File: src/verilog/tw8_consts.svh
// Purpose: offsets, field positions, reset values and codes of the waveform unit
// Assumes: included by its bare name
// Notes: definitions only
`ifndef TW8_CONSTS_SVH
`define TW8_CONSTS_SVH

`define TW8_OFS_CTRL 8'h00
`define TW8_OFS_COUNT 8'h04
`define TW8_OFS_CMPA 8'h08
`define TW8_OFS_CMPB 8'h0C
`define TW8_OFS_FLAGS 8'h10
`define TW8_OFS_FORCE 8'h14
`define TW8_OFS_STAT 8'h18

`define TW8_CTRL_WIDTH 7
`define TW8_FLAG_OVF 0
`define TW8_FLAG_CMPA 1
`define TW8_FLAG_CMPB 2
`define TW8_STAT_BLOCK 2

`define TW8_CTRL_RST 7'h00
`define TW8_COUNT_RST 8'h00
`define TW8_CMP_RST 8'h00
`define TW8_FLAGS_RST 3'h0
`define TW8_STATE_RST 2'h0

`define TW8_BOTTOM 8'h00
`define TW8_MAX 8'hFF

`define TW8_WAVE_NORMAL 3'h0
`define TW8_WAVE_CTC 3'h2
`define TW8_WAVE_FAST_MAX 3'h3
`define TW8_WAVE_FAST_CMPA 3'h7

`define TW8_COM_OFF 2'h0
`define TW8_COM_TOGGLE 2'h1
`define TW8_COM_CLEAR 2'h2
`define TW8_COM_SET 2'h3

`endif

File: src/verilog/tw8_pkg.sv
// Purpose: types shared by the waveform unit
// Assumes: nothing
// Notes: control layout matches the low bits of the control register
package tw8_pkg;

  typedef struct packed {
    logic [1:0] cmp_out_mode_b;
    logic [1:0] cmp_out_mode_a;
    logic [2:0] wave_mode_sel;
  } tw8_ctrl_s;

  typedef struct packed {
    logic o;
    logic oe;
  } tw8_pin_s;

endpackage

File: src/verilog/tw8_waveform_unit.sv
// Purpose: 8-bit timer counting sequence, compare outputs and pin override
// Assumes: APB3 slave, TICK is the one-cycle timer clock enable
// Notes: all state on CLK, synchronous active-low reset
//
// The implementer's own choices: register access over APB and the register offsets.
`timescale 1ns/1ps
`default_nettype none
`include "tw8_consts.svh"

module tw8_waveform_unit
  import tw8_pkg::*;
(
  input wire logic CLK,
  input wire logic RST_N,
  input wire logic TICK,
  input wire logic PSEL,
  input wire logic PENABLE,
  input wire logic PWRITE,
  input wire logic [7:0] PADDR,
  input wire logic [31:0] PWDATA,
  output logic [31:0] PRDATA,
  output logic PREADY,
  output logic PSLVERR,
  input wire logic [2:0] INT_ACK,
  input wire logic PORT_VAL_A,
  input wire logic PORT_VAL_B,
  input wire logic PIN_DIR_A,
  input wire logic PIN_DIR_B,
  output logic PIN_A_O,
  output logic PIN_A_OE,
  output logic PIN_B_O,
  output logic PIN_B_OE,
  output logic OVF_FLAG,
  output logic CMPA_FLAG,
  output logic CMPB_FLAG
);

  ////////////////////////////////////////////////////////////////////////////
  // state

  tw8_ctrl_s ctrl_reg;
  logic [7:0] count_reg;
  logic [7:0] count_next;
  logic [7:0] cmp_buf_reg [2];
  logic [7:0] cmp_act_reg [2];
  logic [2:0] flag_reg;
  logic [2:0] flag_next;
  logic [1:0] state_reg;
  logic [1:0] state_next;
  logic block_reg;
  logic pready_reg;
  logic pslverr_reg;
  logic [31:0] prdata_reg;
  tw8_pin_s pin_a_reg;
  tw8_pin_s pin_b_reg;

  ////////////////////////////////////////////////////////////////////////////
  // helpers

  function automatic logic act_on_match(input logic [1:0] com, input logic s,
                                        input logic tog_ok);
    logic r;
    r = s;
    case (com)
      `TW8_COM_TOGGLE: r = tog_ok ? ~s : s;
      `TW8_COM_CLEAR: r = 1'b0;
      `TW8_COM_SET: r = 1'b1;
      default: r = s;
    endcase
    return r;
  endfunction

  function automatic logic is_mapped(input logic [7:0] a);
    logic r;
    r = 1'b0;
    case (a)
      `TW8_OFS_CTRL, `TW8_OFS_COUNT, `TW8_OFS_CMPA, `TW8_OFS_CMPB,
      `TW8_OFS_FLAGS, `TW8_OFS_FORCE, `TW8_OFS_STAT: r = 1'b1;
      default: r = 1'b0;
    endcase
    return r;
  endfunction

  ////////////////////////////////////////////////////////////////////////////
  // bus decode

  logic setup;
  logic wr;
  logic ctrl_wr;
  logic cnt_wr;
  logic flags_wr;
  logic force_wr;
  logic [1:0] cmp_wr;
  logic [31:0] rdata;

  assign setup = PSEL && !PENABLE;
  // a write lands only at the edge where the access phase meets ready
  assign wr = PSEL && PENABLE && pready_reg && PWRITE && !pslverr_reg;
  assign ctrl_wr = wr && (PADDR == `TW8_OFS_CTRL);
  assign cnt_wr = wr && (PADDR == `TW8_OFS_COUNT);
  assign cmp_wr[0] = wr && (PADDR == `TW8_OFS_CMPA);
  assign cmp_wr[1] = wr && (PADDR == `TW8_OFS_CMPB);
  assign flags_wr = wr && (PADDR == `TW8_OFS_FLAGS);
  assign force_wr = wr && (PADDR == `TW8_OFS_FORCE);

  always_comb begin
    rdata = 32'h0000_0000;
    case (PADDR)
      `TW8_OFS_CTRL: rdata[`TW8_CTRL_WIDTH-1:0] = ctrl_reg;
      `TW8_OFS_COUNT: rdata[7:0] = count_reg;
      `TW8_OFS_CMPA: rdata[7:0] = cmp_buf_reg[0];
      `TW8_OFS_CMPB: rdata[7:0] = cmp_buf_reg[1];
      `TW8_OFS_FLAGS: rdata[2:0] = flag_reg;
      `TW8_OFS_STAT: rdata[2:0] = {block_reg, state_reg};
      default: rdata = 32'h0000_0000;
    endcase
  end

  // ready is raised for the access phase after every setup cycle
  always_ff @(posedge CLK) begin
    if (!RST_N) begin
      pready_reg <= 1'b0;
      pslverr_reg <= 1'b0;
      prdata_reg <= 32'h0000_0000;
    end else if (setup) begin
      pready_reg <= 1'b1;
      pslverr_reg <= !is_mapped(PADDR);
      prdata_reg <= PWRITE ? 32'h0000_0000 : rdata;
    end else begin
      pready_reg <= 1'b0;
      pslverr_reg <= 1'b0;
      prdata_reg <= 32'h0000_0000;
    end
  end

  always_ff @(posedge CLK) begin
    if (!RST_N) begin
      ctrl_reg <= `TW8_CTRL_RST;
    end else if (ctrl_wr) begin
      ctrl_reg <= PWDATA[`TW8_CTRL_WIDTH-1:0];
    end
  end

  ////////////////////////////////////////////////////////////////////////////
  // mode decode

  logic [2:0] wmode;
  logic pwm;
  logic clear_on_compare_mode;
  logic [7:0] top;
  logic at_top;
  logic [1:0] match;
  logic [1:0] force_s;

  assign wmode = ctrl_reg.wave_mode_sel;
  // unlisted codes fall back to normal counting with non-PWM actions
  assign pwm = (wmode == `TW8_WAVE_FAST_MAX) || (wmode == `TW8_WAVE_FAST_CMPA);
  assign clear_on_compare_mode = (wmode == `TW8_WAVE_CTC);
  assign top = (wmode == `TW8_WAVE_FAST_CMPA) ? cmp_act_reg[0] : `TW8_MAX;
  assign at_top = (count_reg == top);
  // a counter write masks the next tick's matches
  assign match[0] = (count_reg == cmp_act_reg[0]) && !block_reg;
  assign match[1] = (count_reg == cmp_act_reg[1]) && !block_reg;
  assign force_s = force_wr && !pwm ? PWDATA[1:0] : 2'b00;

  ////////////////////////////////////////////////////////////////////////////
  // counter: the sequence looks at the wave mode only

  always_comb begin
    count_next = count_reg;
    if (cnt_wr) begin
      count_next = PWDATA[7:0];
    end else if (TICK) begin
      case (wmode)
        `TW8_WAVE_CTC: begin
          // equality with the live compare A, so a low write runs to wrap
          count_next = (count_reg == cmp_act_reg[0]) ? `TW8_BOTTOM : count_reg + 8'h01;
        end
        `TW8_WAVE_FAST_MAX, `TW8_WAVE_FAST_CMPA: begin
          count_next = at_top ? `TW8_BOTTOM : count_reg + 8'h01;
        end
        default: begin
          count_next = count_reg + 8'h01;
        end
      endcase
    end
  end

  always_ff @(posedge CLK) begin
    if (!RST_N) begin
      count_reg <= `TW8_COUNT_RST;
    end else begin
      count_reg <= count_next;
    end
  end

  always_ff @(posedge CLK) begin
    if (!RST_N) begin
      block_reg <= 1'b0;
    end else if (cnt_wr) begin
      block_reg <= 1'b1;
    end else if (TICK) begin
      block_reg <= 1'b0;
    end
  end

  ////////////////////////////////////////////////////////////////////////////
  // compare registers: buffered in PWM, transparent otherwise

  always_ff @(posedge CLK) begin
    if (!RST_N) begin
      cmp_buf_reg[0] <= `TW8_CMP_RST;
      cmp_buf_reg[1] <= `TW8_CMP_RST;
      cmp_act_reg[0] <= `TW8_CMP_RST;
      cmp_act_reg[1] <= `TW8_CMP_RST;
    end else begin
      for (int i = 0; i < 2; i++) begin
        if (cmp_wr[i]) begin
          cmp_buf_reg[i] <= PWDATA[7:0];
        end
        if (!pwm) begin
          cmp_act_reg[i] <= cmp_wr[i] ? PWDATA[7:0] : cmp_buf_reg[i];
        end else if (TICK && at_top) begin
          cmp_act_reg[i] <= cmp_buf_reg[i];
        end
      end
    end
  end

  ////////////////////////////////////////////////////////////////////////////
  // flags: a set in the same cycle as a clear wins

  always_comb begin
    flag_next = flag_reg;
    if (flags_wr) begin
      flag_next = flag_next & ~PWDATA[2:0];
    end
    flag_next = flag_next & ~INT_ACK;
    if (TICK) begin
      // normal and clear modes flag the wrap, fast PWM flags top
      if (pwm ? at_top : (count_reg == `TW8_MAX)) begin
        flag_next[`TW8_FLAG_OVF] = 1'b1;
      end
      if (match[0]) begin
        flag_next[`TW8_FLAG_CMPA] = 1'b1;
      end
      if (match[1]) begin
        flag_next[`TW8_FLAG_CMPB] = 1'b1;
      end
    end
  end

  always_ff @(posedge CLK) begin
    if (!RST_N) begin
      flag_reg <= `TW8_FLAGS_RST;
    end else begin
      flag_reg <= flag_next;
    end
  end

  ////////////////////////////////////////////////////////////////////////////
  // compare output states

  always_comb begin
    logic [1:0] com;
    logic tog_ok;
    com = 2'b00;
    tog_ok = 1'b0;
    state_next = state_reg;
    for (int i = 0; i < 2; i++) begin
      com = (i == 0) ? ctrl_reg.cmp_out_mode_a : ctrl_reg.cmp_out_mode_b;
      // only channel A may toggle in PWM, and only with the high mode bit
      tog_ok = !pwm || ((i == 0) && wmode[2]);
      if (TICK && pwm && at_top && com[1]) begin
        // bottom action; a match on top is ignored here
        state_next[i] = (com == `TW8_COM_CLEAR);
      end else if (TICK && match[i]) begin
        // the mode is read live, so a change acts at the next match
        state_next[i] = act_on_match(com, state_reg[i], tog_ok);
      end else if (force_s[i]) begin
        state_next[i] = act_on_match(com, state_reg[i], 1'b1);
      end
    end
  end

  always_ff @(posedge CLK) begin
    if (!RST_N) begin
      state_reg <= `TW8_STATE_RST;
    end else begin
      state_reg <= state_next;
    end
  end

  ////////////////////////////////////////////////////////////////////////////
  // pin override; a pin shows the state only while its direction is output

  always_ff @(posedge CLK) begin
    if (!RST_N) begin
      pin_a_reg <= '0;
      pin_b_reg <= '0;
    end else begin
      pin_a_reg.o <= (ctrl_reg.cmp_out_mode_a != `TW8_COM_OFF) ? state_reg[0] : PORT_VAL_A;
      pin_b_reg.o <= (ctrl_reg.cmp_out_mode_b != `TW8_COM_OFF) ? state_reg[1] : PORT_VAL_B;
      pin_a_reg.oe <= PIN_DIR_A;
      pin_b_reg.oe <= PIN_DIR_B;
    end
  end

  assign PRDATA = prdata_reg;
  assign PREADY = pready_reg;
  assign PSLVERR = pslverr_reg;
  assign PIN_A_O = pin_a_reg.o;
  assign PIN_A_OE = pin_a_reg.oe;
  assign PIN_B_O = pin_b_reg.o;
  assign PIN_B_OE = pin_b_reg.oe;
  assign OVF_FLAG = flag_reg[`TW8_FLAG_OVF];
  assign CMPA_FLAG = flag_reg[`TW8_FLAG_CMPA];
  assign CMPB_FLAG = flag_reg[`TW8_FLAG_CMPB];
endmodule
`default_nettype wire
File: config.mk
export PLATFORM = sky130hd
export DESIGN_NAME = tw8_waveform_unit
export DESIGN_NICKNAME = d
export VERILOG_FILES = /design/src/verilog/tw8_pkg.sv /design/src/verilog/tw8_waveform_unit.sv
export VERILOG_INCLUDE_DIRS = /design/src /design/src/verilog
export SDC_FILE = /design/constraint.sdc
export NUM_CORES = 1
export LEC_CHECK = 0
export BUFFER_PORTS_ARGS = -buffer_cell sky130_fd_sc_hd__clkbuf_2
export CORE_MARGIN = 2
export CORE_UTILIZATION = 50
export CTS_CLUSTER_DIAMETER = 40
export DETAILED_ROUTE_END_ITERATION = 12
export PLACE_DENSITY = 0.76
export SYNTH_ARGS = -nofsm -noshare
export SYNTH_HDL_FRONTEND = slang
export SYNTH_SLANG_ARGS = --single-unit
File: constraint.sdc
create_clock -name CLK -period 5.4 [get_ports CLK]
set_input_delay 0.27 -clock CLK [delete_from_list [all_inputs] [get_ports CLK]]
set_output_delay 0.27 -clock CLK [all_outputs]
set_load 0.03 [all_outputs]
# Word level (Yosys, flattened, before mapping)
# Memories as Yosys holds them, arrays and structs flattened.
# Index checks and enable logic that the tools add are counted.
# W data, S select, Z words.
[classes] addsub=1 n_eq_ne=21 n_mux=58 bitwise=14 reduce_logical=42
[ops] cell="$mux W8" n=13
[ops] cell="$mux W1" n=34
[ops] cell="$eq A8 B5 Y1 const B" n=3
[ops] cell="$eq A8 B8 Y1" n=3
[ops] cell="$logic_and A1 B1 Y1" n=21
[ops] cell="$pmux W3 S6" n=1
[ops] cell="$eq A8 B4 Y1 const B" n=2
[ops] cell="$pmux W4 S4" n=1
[ops] cell="$pmux W8 S2" n=1
[ops] cell="$pmux W1 S3" n=5
[ops] cell="$add A8 B1 Y8 const B" n=1
[ops] cell="$eq A2 B2 Y1 const B" n=4
[ops] cell="$eq A8 B3 Y1 const B" n=1
[ops] cell="$eq A8 B8 Y1 const B" n=1
[ops] cell="$logic_not A8 Y1" n=1
[ops] cell="$ne A4 B4 Y1 const B" n=2
[ops] cell="$reduce_bool A4 Y1" n=2
[ops] cell="$reduce_or A7 Y1" n=1
[ops] cell="$and A3 B3 Y3" n=2
[ops] cell="$eq A3 B2 Y1 const B" n=2
[ops] cell="$mux W3" n=2
[ops] cell="$not A3 Y3" n=2
[ops] cell="$or A1 B1 Y1" n=6
[ops] cell="$reduce_and A3 Y1" n=2
[ops] cell="11 further kinds" n=23
[word_totals] register_bits=59 ramBits=32 out_inout_bits=41 wordCells=154 n_memories=2
[memory_table] memory="cmp_act_reg" words=2 width=8 rd=2 rd_clocked_by_memory_dff=0 wr=2 line="tw8_waveform_unit.sv:45" source="logic [7:0] cmp_act_reg [2];"
[memory_table] memory="cmp_buf_reg" words=2 width=8 rd=2 rd_clocked_by_memory_dff=0 wr=2 line="tw8_waveform_unit.sv:44" source="logic [7:0] cmp_buf_reg [2];"

# Logic depth before layout (Yosys ltp)
# Gate-level depths: netlist of run 1.
[depth] ltp_word=10 ltp_mapped=8

# Least setup slack after synthesis of run 1
# Ideal clock, no wire load.
[synth_path] path_kind="flip-flop to flip-flop" start="reg count_reg[5]" end="mem cmp_act_reg[1][0] (data pin)" setup_ns=0.257 t_arrival_ns=2.179 t_required_ns=5.143 setup_slack_ns=2.965 stages_incl_launch_ff=9 n_path_buf=2 period_less_slack_ns=2.435 cell_sequence="dfxtp_1 > buf_2 > o22ai_1 > or4_1 > buf_2 > a2111oi_4 > a311oi_4 > mux2i_1 > nor2_1"
[synth_lines] element="from (decl)" line="tw8_waveform_unit.sv:42" source="logic [7:0] count_reg;"
[synth_lines] element="from (signal assigned)" line="tw8_waveform_unit.sv:191" source="count_reg <= `TW8_COUNT_RST;"
[synth_lines] element="from (signal assigned)" line="tw8_waveform_unit.sv:193" source="count_reg <= count_next;"
[synth_lines] element="to (decl)" line="tw8_waveform_unit.sv:45"

==> reports/results.ini, run 1 <==
[status]
status = finished, final reports clean

[pwr]
p_switching_mw = 0.296
comb_power_share = 0.089
power.switching_fraction = 0.252
power.total_mw = 1.18
leakagePower_nw = 1.67
max-vdd-ir-drop_mv = 0.197
internal_power_mw = 0.880
power_density_nw_per_um2 = 281
clock_power_share = 0.444
seqPwrFrac = 0.467

[synthesis]
netlist.top_cell.by_area = edfxtp_1
syn_inst = 388
ys_seq_area_frac = 0.440
synth_edf_count = 32
yosys-top-cells-count = nor2_1 (43), dfxtp_1 (35), edfxtp_1 (32), mux2i_1 (32), buf_4 (25)
synth_area_leaders = edfxtp_1 (25%), dfxtp_1 (19%), mux2i_1 (8.5%)
synth.distinct_cells = 55
synth_flop_cell = dfxtp_1
synth_top_area_frac = 0.255
synth_area_sq_um = 3770
ys_warn_count = 0
synthArstFlopShare = 0
yosysMostFrequentCell = nor2_1
ys_seq_elements = 67
syn_avg_cell_area_sq_um = 9.72

[critical_path]
slowest_delay_ns = 0.71
cp_data_arrival_time_ns = 3.19
reg2reg_depth = 6
cpMaxStageDelayCell = or4_1
critPathKind = reg -> reg
crit_fanout = 9
start_kind = flip-flop
crit_chain = o22ai_1, or4_1, a2111oi_4, a311oi_4, mux2i_1, nor2_1
r2r_start = count_reg[2]
setup.worst_path.end_class = flip-flop
r2r_setup_slack_ns = 2.29
reg2reg_to = cmp_act_reg[1][1]
crit_required_ns = 5.48
crit_buf_inv = 0
cpLargestDelayFamily = compound AO/OA/AOI/OAI gates

[placed_design]
dp_hpwl_um = 6560
port_buffers = 45
gp_congestion = 0.849

[layout]
n_antenna_cell = 0
area_growth_pct = 10.8
final_layout_size_suffix_gt1_frac = 0.176
finalNetCount = 475

[clock_network]
cts_buffers = 9
clkTransAtPathRegs_ns = 0.07
clock_path_buffers = 2
root_buffer = clkbuf_8
cts_tree = done
cts_max_level = 3
clk-insertion-delay-late_ns = 0.37
postCtsSetupRepairBufs = 0
cts.repair.resized = 0
clkSinkCount = 67
cts_hold_buf = 0

[grt]
grt_antenna_before_repair = 0
grt_pass1_wl_um = 15100
grt_overflow = 0
grt_pass1_vias = 2782
grtUsageTotal = 0.238
grt_max_degree = 35

[floorplanning]
initial_core_util = 0.517
num_io_pins = 94
core_area_sq_um = 7290
num_rows = 31
die_w_um = 90.9
dieArea_sq_um = 8260
die_h_um = 90.9

[sta]
fmax_mhz = 322
fin_skew_ns = 0.0131
finalHoldViolations = 0
grt_setup_unrepaired = false
slew_viol_final = 0
fin_setup_tns_ns = 0
setup_viol = 0
post-route-min-period_ns = 3.11
relSlewSlack = 0.191
fin_crit_sh = 0.576
worstMarginPinSlew_ns = 1.20

[route]
firstDrtPassIters = 5
antenna_left = 0
routedWlPerCell_um = 18.0
drc_errors = 0
vias = 3097
via_per_inst = 5.90
routed_wl_um = 9460
drt_iter0_drc = 302

[worst_hold_path]
worstHoldPathType = in -> reg
hold_start = PIN_DIR_A
holdPathEnd = PIN_A_OE
hold_depth = 2

[run]
cap_violations = 0

==> worst max-delay path by stage <==
stage / from / end / slack, ns / cells past startpoint
2_1_floorplan: count_reg[5] / cmp_act_reg[1][0] / 2.96 / 8
3_3_place_gp: count_reg[2] / cmp_act_reg[1][2] / 2.38 / 6
3_5_place_dp: count_reg[2] / cmp_act_reg[1][1] / 2.35 / 6
4_1_cts: count_reg[2] / cmp_act_reg[1][1] / 2.34 / 6
5_1_grt: count_reg[2] / cmp_act_reg[1][2] / 2.22 / 6
6_report: count_reg[2] / cmp_act_reg[1][1] / 2.29 / 6
==> per-stage QoR <==
stage	area, sq um	util	cells	setup WS (ns)	hold WS, ns
2_1_floorplan	3860	-	411	2.96	0.397
3_3_place_gp	3930	0.539	508	2.38	0.476
3_5_place_dp	3930	0.539	508	2.35	0.479
4_1_cts	4180	0.573	524	2.34	0.104
5_1_grt	4180	0.573	525	2.22	0.118
6_report	4180	0.573	525	2.29	0.112
==> placed cells by master, fill, tap and decap left out, types with 3 or more instances in the layout <==
cell | netlist | routed
nand4b_1 | 3 | 3
xnor2_1 | 10 | 10
a21oi_1 | 15 | 15
dfxtp_1 | 35 | 35
xor2_1 | 5 | 5
inv_1 | 12 | 12
nor2b_1 | 12 | 12
a21boi_0 | 11 | 11
o21ai_0 | 4 | 4
clkbuf_8 | 0 | 9
conb_1 | 1 | 24
nand4_1 | 12 | 12
and2_1 | 13 | 13
edfxtp_1 | 32 | 32
nand3b_1 | 3 | 3
nor2_1 | 43 | 43
nor4_1 | 5 | 5
clkbuf_2 | 0 | 45
or4_1 | 3 | 3
nor3_1 | 5 | 5
bufinv_16 | 0 | 3
mux2i_1 | 32 | 32
and3_1 | 9 | 9
a221oi_1 | 7 | 7
nand2_1 | 14 | 14
o22ai_1 | 3 | 3
nand2b_1 | 4 | 4
mux2_2 | 5 | 5
inv_6 | 0 | 3
nand3_1 | 13 | 13
==> power groups by stage <==
stage               sequential (mW)  clock, mW  combinational [mW]
detailed placement            0.560          0               0.102
global route                  0.550      0.543               0.112
CTS                           0.548      0.524               0.102
floorplan                     0.562          0              0.0815
finish                        0.549      0.523               0.105
global placement              0.559          0               0.101
==> routing by layer <==
layer,routed length (um),up-vias,track usage
li1,-,1418,-
met2,4350,178,0.374
met3,801,35,0.0417
met1,3980,1466,0.320
met5,0,-,0
met4,333,0,0.107
==> logic make-up after synthesis <==
group	synth area share
other cells	0.000994
compound gates	0.127
xor+xnor	0.0348
simple gates	0.206
fa+ha+maj	0.00332
buf+inv	0.0876
flops	0.440
mux	0.0998
==> worst reg2reg max path, stage by stage (launching register included) <==
cell and delay (ns):
dfxtp_1 0.61, o22ai_1 0.15, or4_1 0.71, a2111oi_4 0.65
a311oi_4 0.30, mux2i_1 0.32, nor2_1 0.09
==> cell type report <==
type	count	area, sq um
flip-flops and latches	67	1660
clock buffers	9	124
multi-input cells	283	1870
inverters	14	52.6
repair buffers	46	230
fillers	660	3110
well taps	99	124
clock inverters	7	121
Power figures use the tool's default switching activity.
==> run 2: changes to the inputs <==
--- a/config.mk
+++ b/config.mk
@@ -6,12 +6,13 @@
 export SDC_FILE = /design/constraint.sdc
 export NUM_CORES = 1
 export LEC_CHECK = 0
+export ABC_AREA = 1
 export BUFFER_PORTS_ARGS = -buffer_cell sky130_fd_sc_hd__clkbuf_2
 export CORE_MARGIN = 2
-export CORE_UTILIZATION = 50
+export CORE_UTILIZATION = 49
 export CTS_CLUSTER_DIAMETER = 40
 export DETAILED_ROUTE_END_ITERATION = 12
-export PLACE_DENSITY = 0.76
+export PLACE_DENSITY = 0.77
 export SYNTH_ARGS = -nofsm -noshare
 export SYNTH_HDL_FRONTEND = slang
 export SYNTH_SLANG_ARGS = --single-unit
==> constraint.sdc (replaced) <==
create_clock -name CLK -period 2.5 [get_ports CLK]
set_input_delay 0.125 -clock CLK [delete_from_list [all_inputs] [get_ports CLK]]
set_output_delay 0.125 -clock CLK [all_outputs]
set_load 0.03 [all_outputs]
==> run 2 against run 1 <==
  * Total power is 93% higher
  * Critical path depth is 2 higher
  * Clock power is 64% higher
  * Count of clock-buffer cells in the layout stayed put
  * Maximum frequency is 48% higher
  * Core utilization is 1.1 points lower
  * Clock skew is 0.0076 ns lower
  * Sequential power is 110% higher
  * Wire length is 6.2% higher
  * Sequential cell count stayed put
  * Global-route usage is 1.2 points higher
  * Final cell count is 29% higher
  * Critical path type unchanged
==> reports/results.ini, run 2 <==
[pwr]
leakagePower_nw = 1.91  ; +14%
power_density_nw_per_um2 = 528  ; +88%
max-vdd-ir-drop_mv = 0.406  ; +110%

[grt]
grt_max_degree = 33  ; -5.7%
grt_pass1_wl_um = 16600  ; +9.8%
grt_overflow = 0  ; unchanged
grt_pass1_vias = 3389  ; +22%
grtUsageTotal = 0.249  ; +0.0116
grt_antenna_before_repair = 0  ; unchanged

[layout]
fillers = 722  ; +9.4%
final_area_sq_um = 4300  ; +2.9%
n_antenna_cell = 0  ; unchanged
final_layout_size_suffix_gt1_frac = 0.150  ; -0.0262
final_cell_mix = nand2_1 (114), nor2_1 (68), inv_1 (61)
final_common_cell = nand2_1
finalNetCount = 624  ; +31%
area_growth_pct = 11.8
finalCoreUtilization = 0.563  ; -0.0108

[clock_network]
cts.repair.resized = 0  ; unchanged
cts_tree = done
root_buffer = clkbuf_8
cts_buffers = 9  ; unchanged
clkSinkCount = 67  ; unchanged
cts_max_level = 3  ; unchanged
clk-insertion-delay-late_ns = 0.35  ; -0.02 ns
clkTransAtPathRegs_ns = 0.07  ; about the same
clock_path_buffers = 2  ; unchanged

[critical_path]
crit_chain = nand3_1, nor2_1, nor2_1, nor2_4, nand3_4, a21oi_4, nand2_1, nor2_1
start_kind = flip-flop
cp_common_cell = nor2_1
slowest_delay_ns = 0.50  ; -0.21 ns
crit_required_ns = 2.70  ; -2.78 ns
cpMaxStageDelayCell = dfxtp_1
cpLargestDelayFamily = simple AND/OR/NAND/NOR gates
crit_fanout = 16  ; +7
setup.worst_path.end_class = flip-flop
cp_data_arrival_time_ns = 2.30  ; -0.89 ns
critPathKind = reg -> reg
crit_buf_inv = 0  ; unchanged

[worst_hold_path]
worstHoldPathType = in -> reg

[run]
cap_violations = 0  ; unchanged

[synthesis]
synth_top_area_frac = 0.250  ; -0.00489
syn_inst = 518  ; +34%
synth_area_leaders = edfxtp_1 (25%), dfxtp_1 (18%), nand2_1 (11%)
synthArstFlopShare = 0  ; unchanged
netlist.top_cell.by_area = edfxtp_1
synth_flop_cell = dfxtp_1
synth_edf_count = 32  ; unchanged
yosysMostFrequentCell = nand2_1
yosys-top-cells-count = nand2_1 (114), nor2_1 (68), inv_1 (61), nand3_1 (48), dfxtp_1 (35)
ys_seq_elements = 67  ; unchanged
syn_avg_cell_area_sq_um = 7.43  ; -24%
synth.distinct_cells = 38  ; -31%
ys_warn_count = 0  ; unchanged
synth_area_sq_um = 3850  ; +2.0%
ys_seq_area_frac = 0.432  ; -0.00845

[sta]
setup_viol = 0  ; unchanged
post-route-min-period_ns = 2.10  ; -1.00 ns
finalHoldViolations = 0  ; unchanged
slew_viol_final = 0  ; unchanged
fin_skew_ns = 0.00543  ; -0.00763 ns
fin_setup_tns_ns = 0  ; unchanged
fin_crit_sh = 0.842  ; +0.266
fmax_mhz = 475  ; +48%
worstMarginPinSlew_ns = 0.613  ; -0.590 ns
timing.final.ws_setup_ns = 0.395  ; -1.90 ns
grt_setup_unrepaired = false
relSlewSlack = 0.591  ; +0.400

[floorplanning]
num_rows = 32  ; +3.2%
die_w_um = 92.6  ; +1.9%
core_area_sq_um = 7650  ; +4.9%
initial_core_util = 0.503  ; -0.0144
num_io_pins = 94  ; unchanged
die_h_um = 92.6  ; +1.9%
dieArea_sq_um = 8570  ; +3.9%

[placed_design]
port_buffers = 45  ; unchanged
gp_congestion = 0.961  ; +13%
dp_hpwl_um = 7780  ; +19%
place_area_sq_um = 4090  ; +4.1%
pre_cts_ws_ns = 0.443  ; -1.91 ns

[route]
routed_wl_um = 10000  ; +6.2%
drc_errors = 0  ; unchanged
drt_iter0_drc = 417  ; +38%
via_per_inst = 5.35  ; -9.2%
routedWlPerCell_um = 14.9  ; -18%
antenna_left = 0  ; unchanged
vias = 3619  ; +17%
firstDrtPassIters = 5  ; unchanged

[status]
status = finished, final reports clean

## run 2: cell types whose count changed after synthesis, sizes merged, moves of 13 or more
cell	delta
a21oi	+20
and2	-13
inv	+56
mux2i	-32
nand2	+104
nand3	+36
nor2	+32
## run 2: final cells by class
cell class	instances	area [sq um]	share of cell area
multi-input cells	370	1770	0.412
flip-flops and latches	67	1660	0.386
repair buffers	54	300	0.0698
inverters	68	258	0.0599
well taps	102	128	0.0297
clock buffers	9	124	0.0288
clock inverters	6	57.6	0.0134
## run 2: cell families after synthesis
family	share of synthesized area
other	0.000975
xor gates and xnor gates	0.0182
AOI/OAI and AO/OA	0.127
DFF	0.432
and+or+nand+nor	0.289
adders and majority gates	0.00325
buffers and inverters	0.129
## run 2: routing by layer
layer	global-route usage	part of all wire	wire length, um	vias to the layer above
met5	0	0	0	-
met4	0.0771	0.026	265	0
met3	0.0627	0.10	1030	22
met2	0.400	0.46	4660	216
met1	0.332	0.41	4090	1621
li1	-	-	-	1760
## run 2: power breakdown
part / switching (mW) / internal, mW
registers: 0.0180 / 1.17
logic: 0.165 / 0.0627
clock network: 0.414 / 0.446
## run 2: worst register-to-register path, stage by stage (launching register included)
cell and delay (ns):
dfxtp_1 0.50, nand3_1 0.17, nor2_1 0.20, nor2_1 0.10, nor2_4 0.22, nand3_4 0.13
a21oi_4 0.40, nand2_1 0.11, nor2_1 0.12
## run 2: what timing repair did
| action | in CTS | in global routing |
|---|---|---|
| endpoints found under the hold margin | 3 | 0 |
| hold buffers | 3 | 0 |
| buffers inserted | 0 | 0 |
## run 2: final timing paths
check	cells past startpoint	slack, ns	startpoint	endpoint
min reg2reg	2	0.52	block_reg	block_reg
max reg2reg	8	0.40	count_reg[0]	cmp_act_reg[1][7]
min	3	0.003	PORT_VAL_A	PIN_A_O
max	8	0.40	count_reg[0]	cmp_act_reg[1][7]
## run 2: through the flow
step / total power [mW] / instances / hold WS, ns
floorplan: 1.39 / 541 / 0.219
global placement: 1.42 / 658 / 0.306
detailed placement: 1.43 / 658 / 0.312
CTS: 2.27 / 676 / 0.00540
global route: 2.35 / 676 / 0.0207
finish: 2.27 / 676 / 0.00290
==> run 3: changes to the inputs <==
==> constraint.sdc (replaced) <==
create_clock -name CLK -period 1.9 [get_ports CLK]
set_input_delay 0.095 -clock CLK [delete_from_list [all_inputs] [get_ports CLK]]
set_output_delay 0.095 -clock CLK [all_outputs]
set_load 0.03 [all_outputs]
==> run 3 against run 2 <==
  * Global-route usage grew 1.3 points
  * Clock power grew 27%
  * Count of clock-buffer cells in the layout is the same
  * Combinational power grew 44%
  * Wire length grew 6.0%
  * Register-to-register slack lost 0.34 ns
  * Non-clock buffer count grew 27
  * Critical path type unchanged
  * Largest cell class unchanged
  * Largest power group unchanged
==> reports/results.ini, run 3 (synthesis gave the netlist of run 2 again) <==
[route]
drc_errors = 0  ; unchanged
vias = 3737  ; +3.3%
via_per_inst = 5.31  ; -0.85%
antenna_left = 0  ; unchanged
routed_wl_um = 10600  ; +6.0%
firstDrtPassIters = 5  ; unchanged
drt_iter0_drc = 333  ; -20%
routedWlPerCell_um = 15.1  ; +1.8%

[placed_design]
port_buffers = 45  ; unchanged
dp_hpwl_um = 8040  ; +3.3%
placed_cells = 678  ; +3.0%
gp_congestion = 0.987  ; +2.7%
place_area_sq_um = 4290  ; +4.9%

[sta]
grt_setup_unrepaired = true
post-route-min-period_ns = 1.85  ; -0.256 ns
finalHoldViolations = 0  ; unchanged
fmax_mhz = 541  ; +14%
fin_crit_sh = 0.973  ; +0.131
relSlewSlack = 0.625  ; +0.0343
slew_viol_final = 0  ; unchanged
worstMarginPinSlew_ns = 0.561  ; -0.0514 ns
fin_skew_ns = 0.00819  ; +0.00276 ns
setup_viol = 0  ; unchanged

[pwr]
max-vdd-ir-drop_mv = 0.736  ; +81%
comb_power_share = 0.111  ; +0.011
internal_power_mw = 2.11  ; +26%
power.total_mw = 2.98  ; +31%
power_density_nw_per_um2 = 646  ; +22%
power.switching_fraction = 0.289  ; +0.0265
leakagePower_nw = 2.07  ; +8.8%
p_switching_mw = 0.861  ; +44%
clock_power_share = 0.366  ; -0.012
seqPwrFrac = 0.523  ; +0.002

[run]
cap_violations = 0  ; unchanged

[grt]
grtUsageTotal = 0.262  ; +0.0128
grt_overflow = 0  ; unchanged
grt_pass1_vias = 3527  ; +4.1%
grt_max_degree = 33  ; unchanged
grt_pass1_wl_um = 17200  ; +3.8%
grt_antenna_before_repair = 0  ; unchanged

[clock_network]
root_buffer = clkbuf_8
clk-insertion-delay-late_ns = 0.36  ; about the same
clock_path_buffers = 2  ; unchanged
cts_tree = done
clkTransAtPathRegs_ns = 0.08  ; about the same
cts_buffers = 9  ; unchanged
cts_max_level = 3  ; unchanged
clkSinkCount = 67  ; unchanged

[layout]
area_growth_pct = 19.7
finalNetCount = 651  ; +4.3%
final_cells = 704  ; +4.1%
final_layout_size_suffix_gt1_frac = 0.213  ; +0.0628
final_cell_mix = nand2_1 (112), nor2_1 (66), inv_1 (61)
n_antenna_cell = 0  ; unchanged
final_area_sq_um = 4600  ; +7.0%
final_common_cell = nand2_1

[critical_path]
crit_required_ns = 2.01  ; -0.69 ns
critPathKind = reg -> reg
start_kind = flip-flop
crit_fanout = 32  ; +16
cp_data_arrival_time_ns = 1.96  ; -0.34 ns
r2r_setup_slack_ns = 0.05  ; -0.34 ns
setup.worst_path.end_class = flip-flop

[floorplanning]
dieArea_sq_um = 8570  ; unchanged
num_rows = 32  ; unchanged
core_area_sq_um = 7650  ; unchanged
num_io_pins = 94  ; unchanged
initial_core_util = 0.503  ; unchanged
die_h_um = 92.6  ; unchanged
die_w_um = 92.6  ; unchanged

[worst_hold_path]
worstHoldPathType = in -> reg

[status]
status = finished, final reports clean

## run 3: cell types whose count changed in the layout (fill, tap and decap cells not counted), moves of 3 or more
| cell | delta |
|---|---|
| buf_4 | +20 |
| dfxtp_1 | -6 |
| dfxtp_2 | +6 |
| a21oi_1 | -4 |
| a21oi_2 | +4 |
| buf_12 | +4 |
| dlygate4sd3_1 | +3 |
## run 3: through the flow
| stage | TNS (ns) | hold WS, ns | util | worst slack [ns] |
|---|---|---|---|---|
| after floorplan | 0 | 0.189 | - | 0.0515 |
| after global placement | 0 | 0.277 | 0.561 | 0.0841 |
| after detailed placement | 0 | 0.283 | 0.561 | 0.0450 |
| after CTS | 0 | 0.0199 | 0.593 | 0.00603 |
| after global routing | -0.232 | 0.0465 | 0.602 | -0.0433 |
| final | 0 | 0.0219 | 0.602 | 0.0519 |
## run 3: final timing paths
path | from | end | depth (start not counted)
setup / recovery | wmode[1] | cmp_act_reg[1][2] | 10
setup reg to reg | wmode[1] | cmp_act_reg[1][2] | 10
hold reg to reg | block_reg | block_reg | 2
hold / removal | INT_ACK[1] | flag_reg[1] | 4
## run 3: cell type report
cell class,instances,area (sq um)
fill,682,3040
multi-input combinational,370,1810
sequential,67,1670
timing repair buffer,81,561
inverter,68,258
tap,102,128
clock buffer,9,124
clock inverter,7,52.6
## run 3: critical path, stage by stage, from the launching register on
cell     delay (ns)
dfxtp_1        0.39
nand2_2        0.14
inv_4          0.07
nand2_1        0.07
nor2_4         0.09
nand3_2        0.09
nor2_4         0.21
nand4_4        0.13
buf_12         0.20
a21oi_1        0.15
nor2_1         0.07
## run 3: repair_timing
| item | in CTS | in global routing |
|---|---|---|
| setup buffers | 1 | 3 |
| setup endpoints to repair | 1 | 23 |
| hold endpoints to repair | 5 | 0 |
| gates resized for setup | 3 | 13 |
| hold buffers | 6 | 0 |
| pin swaps | 0 | 1 |
## run 3: power groups by stage
stage	registers, mW	logic (mW)	clock network, mW
floorplan	1.60	0.231	0
global placement	1.59	0.305	0
detailed placement	1.59	0.310	0
CTS	1.55	0.321	1.10
global route	1.56	0.363	1.16
finish	1.56	0.329	1.09
## run 3: layer usage
metal	global-route usage	wire [um]	vias up
li1	-	-	1807
met4	0.123	380	0
met3	0.0521	846	36
met5	0	0	-
met1	0.334	4400	1701
met2	0.428	5030	193
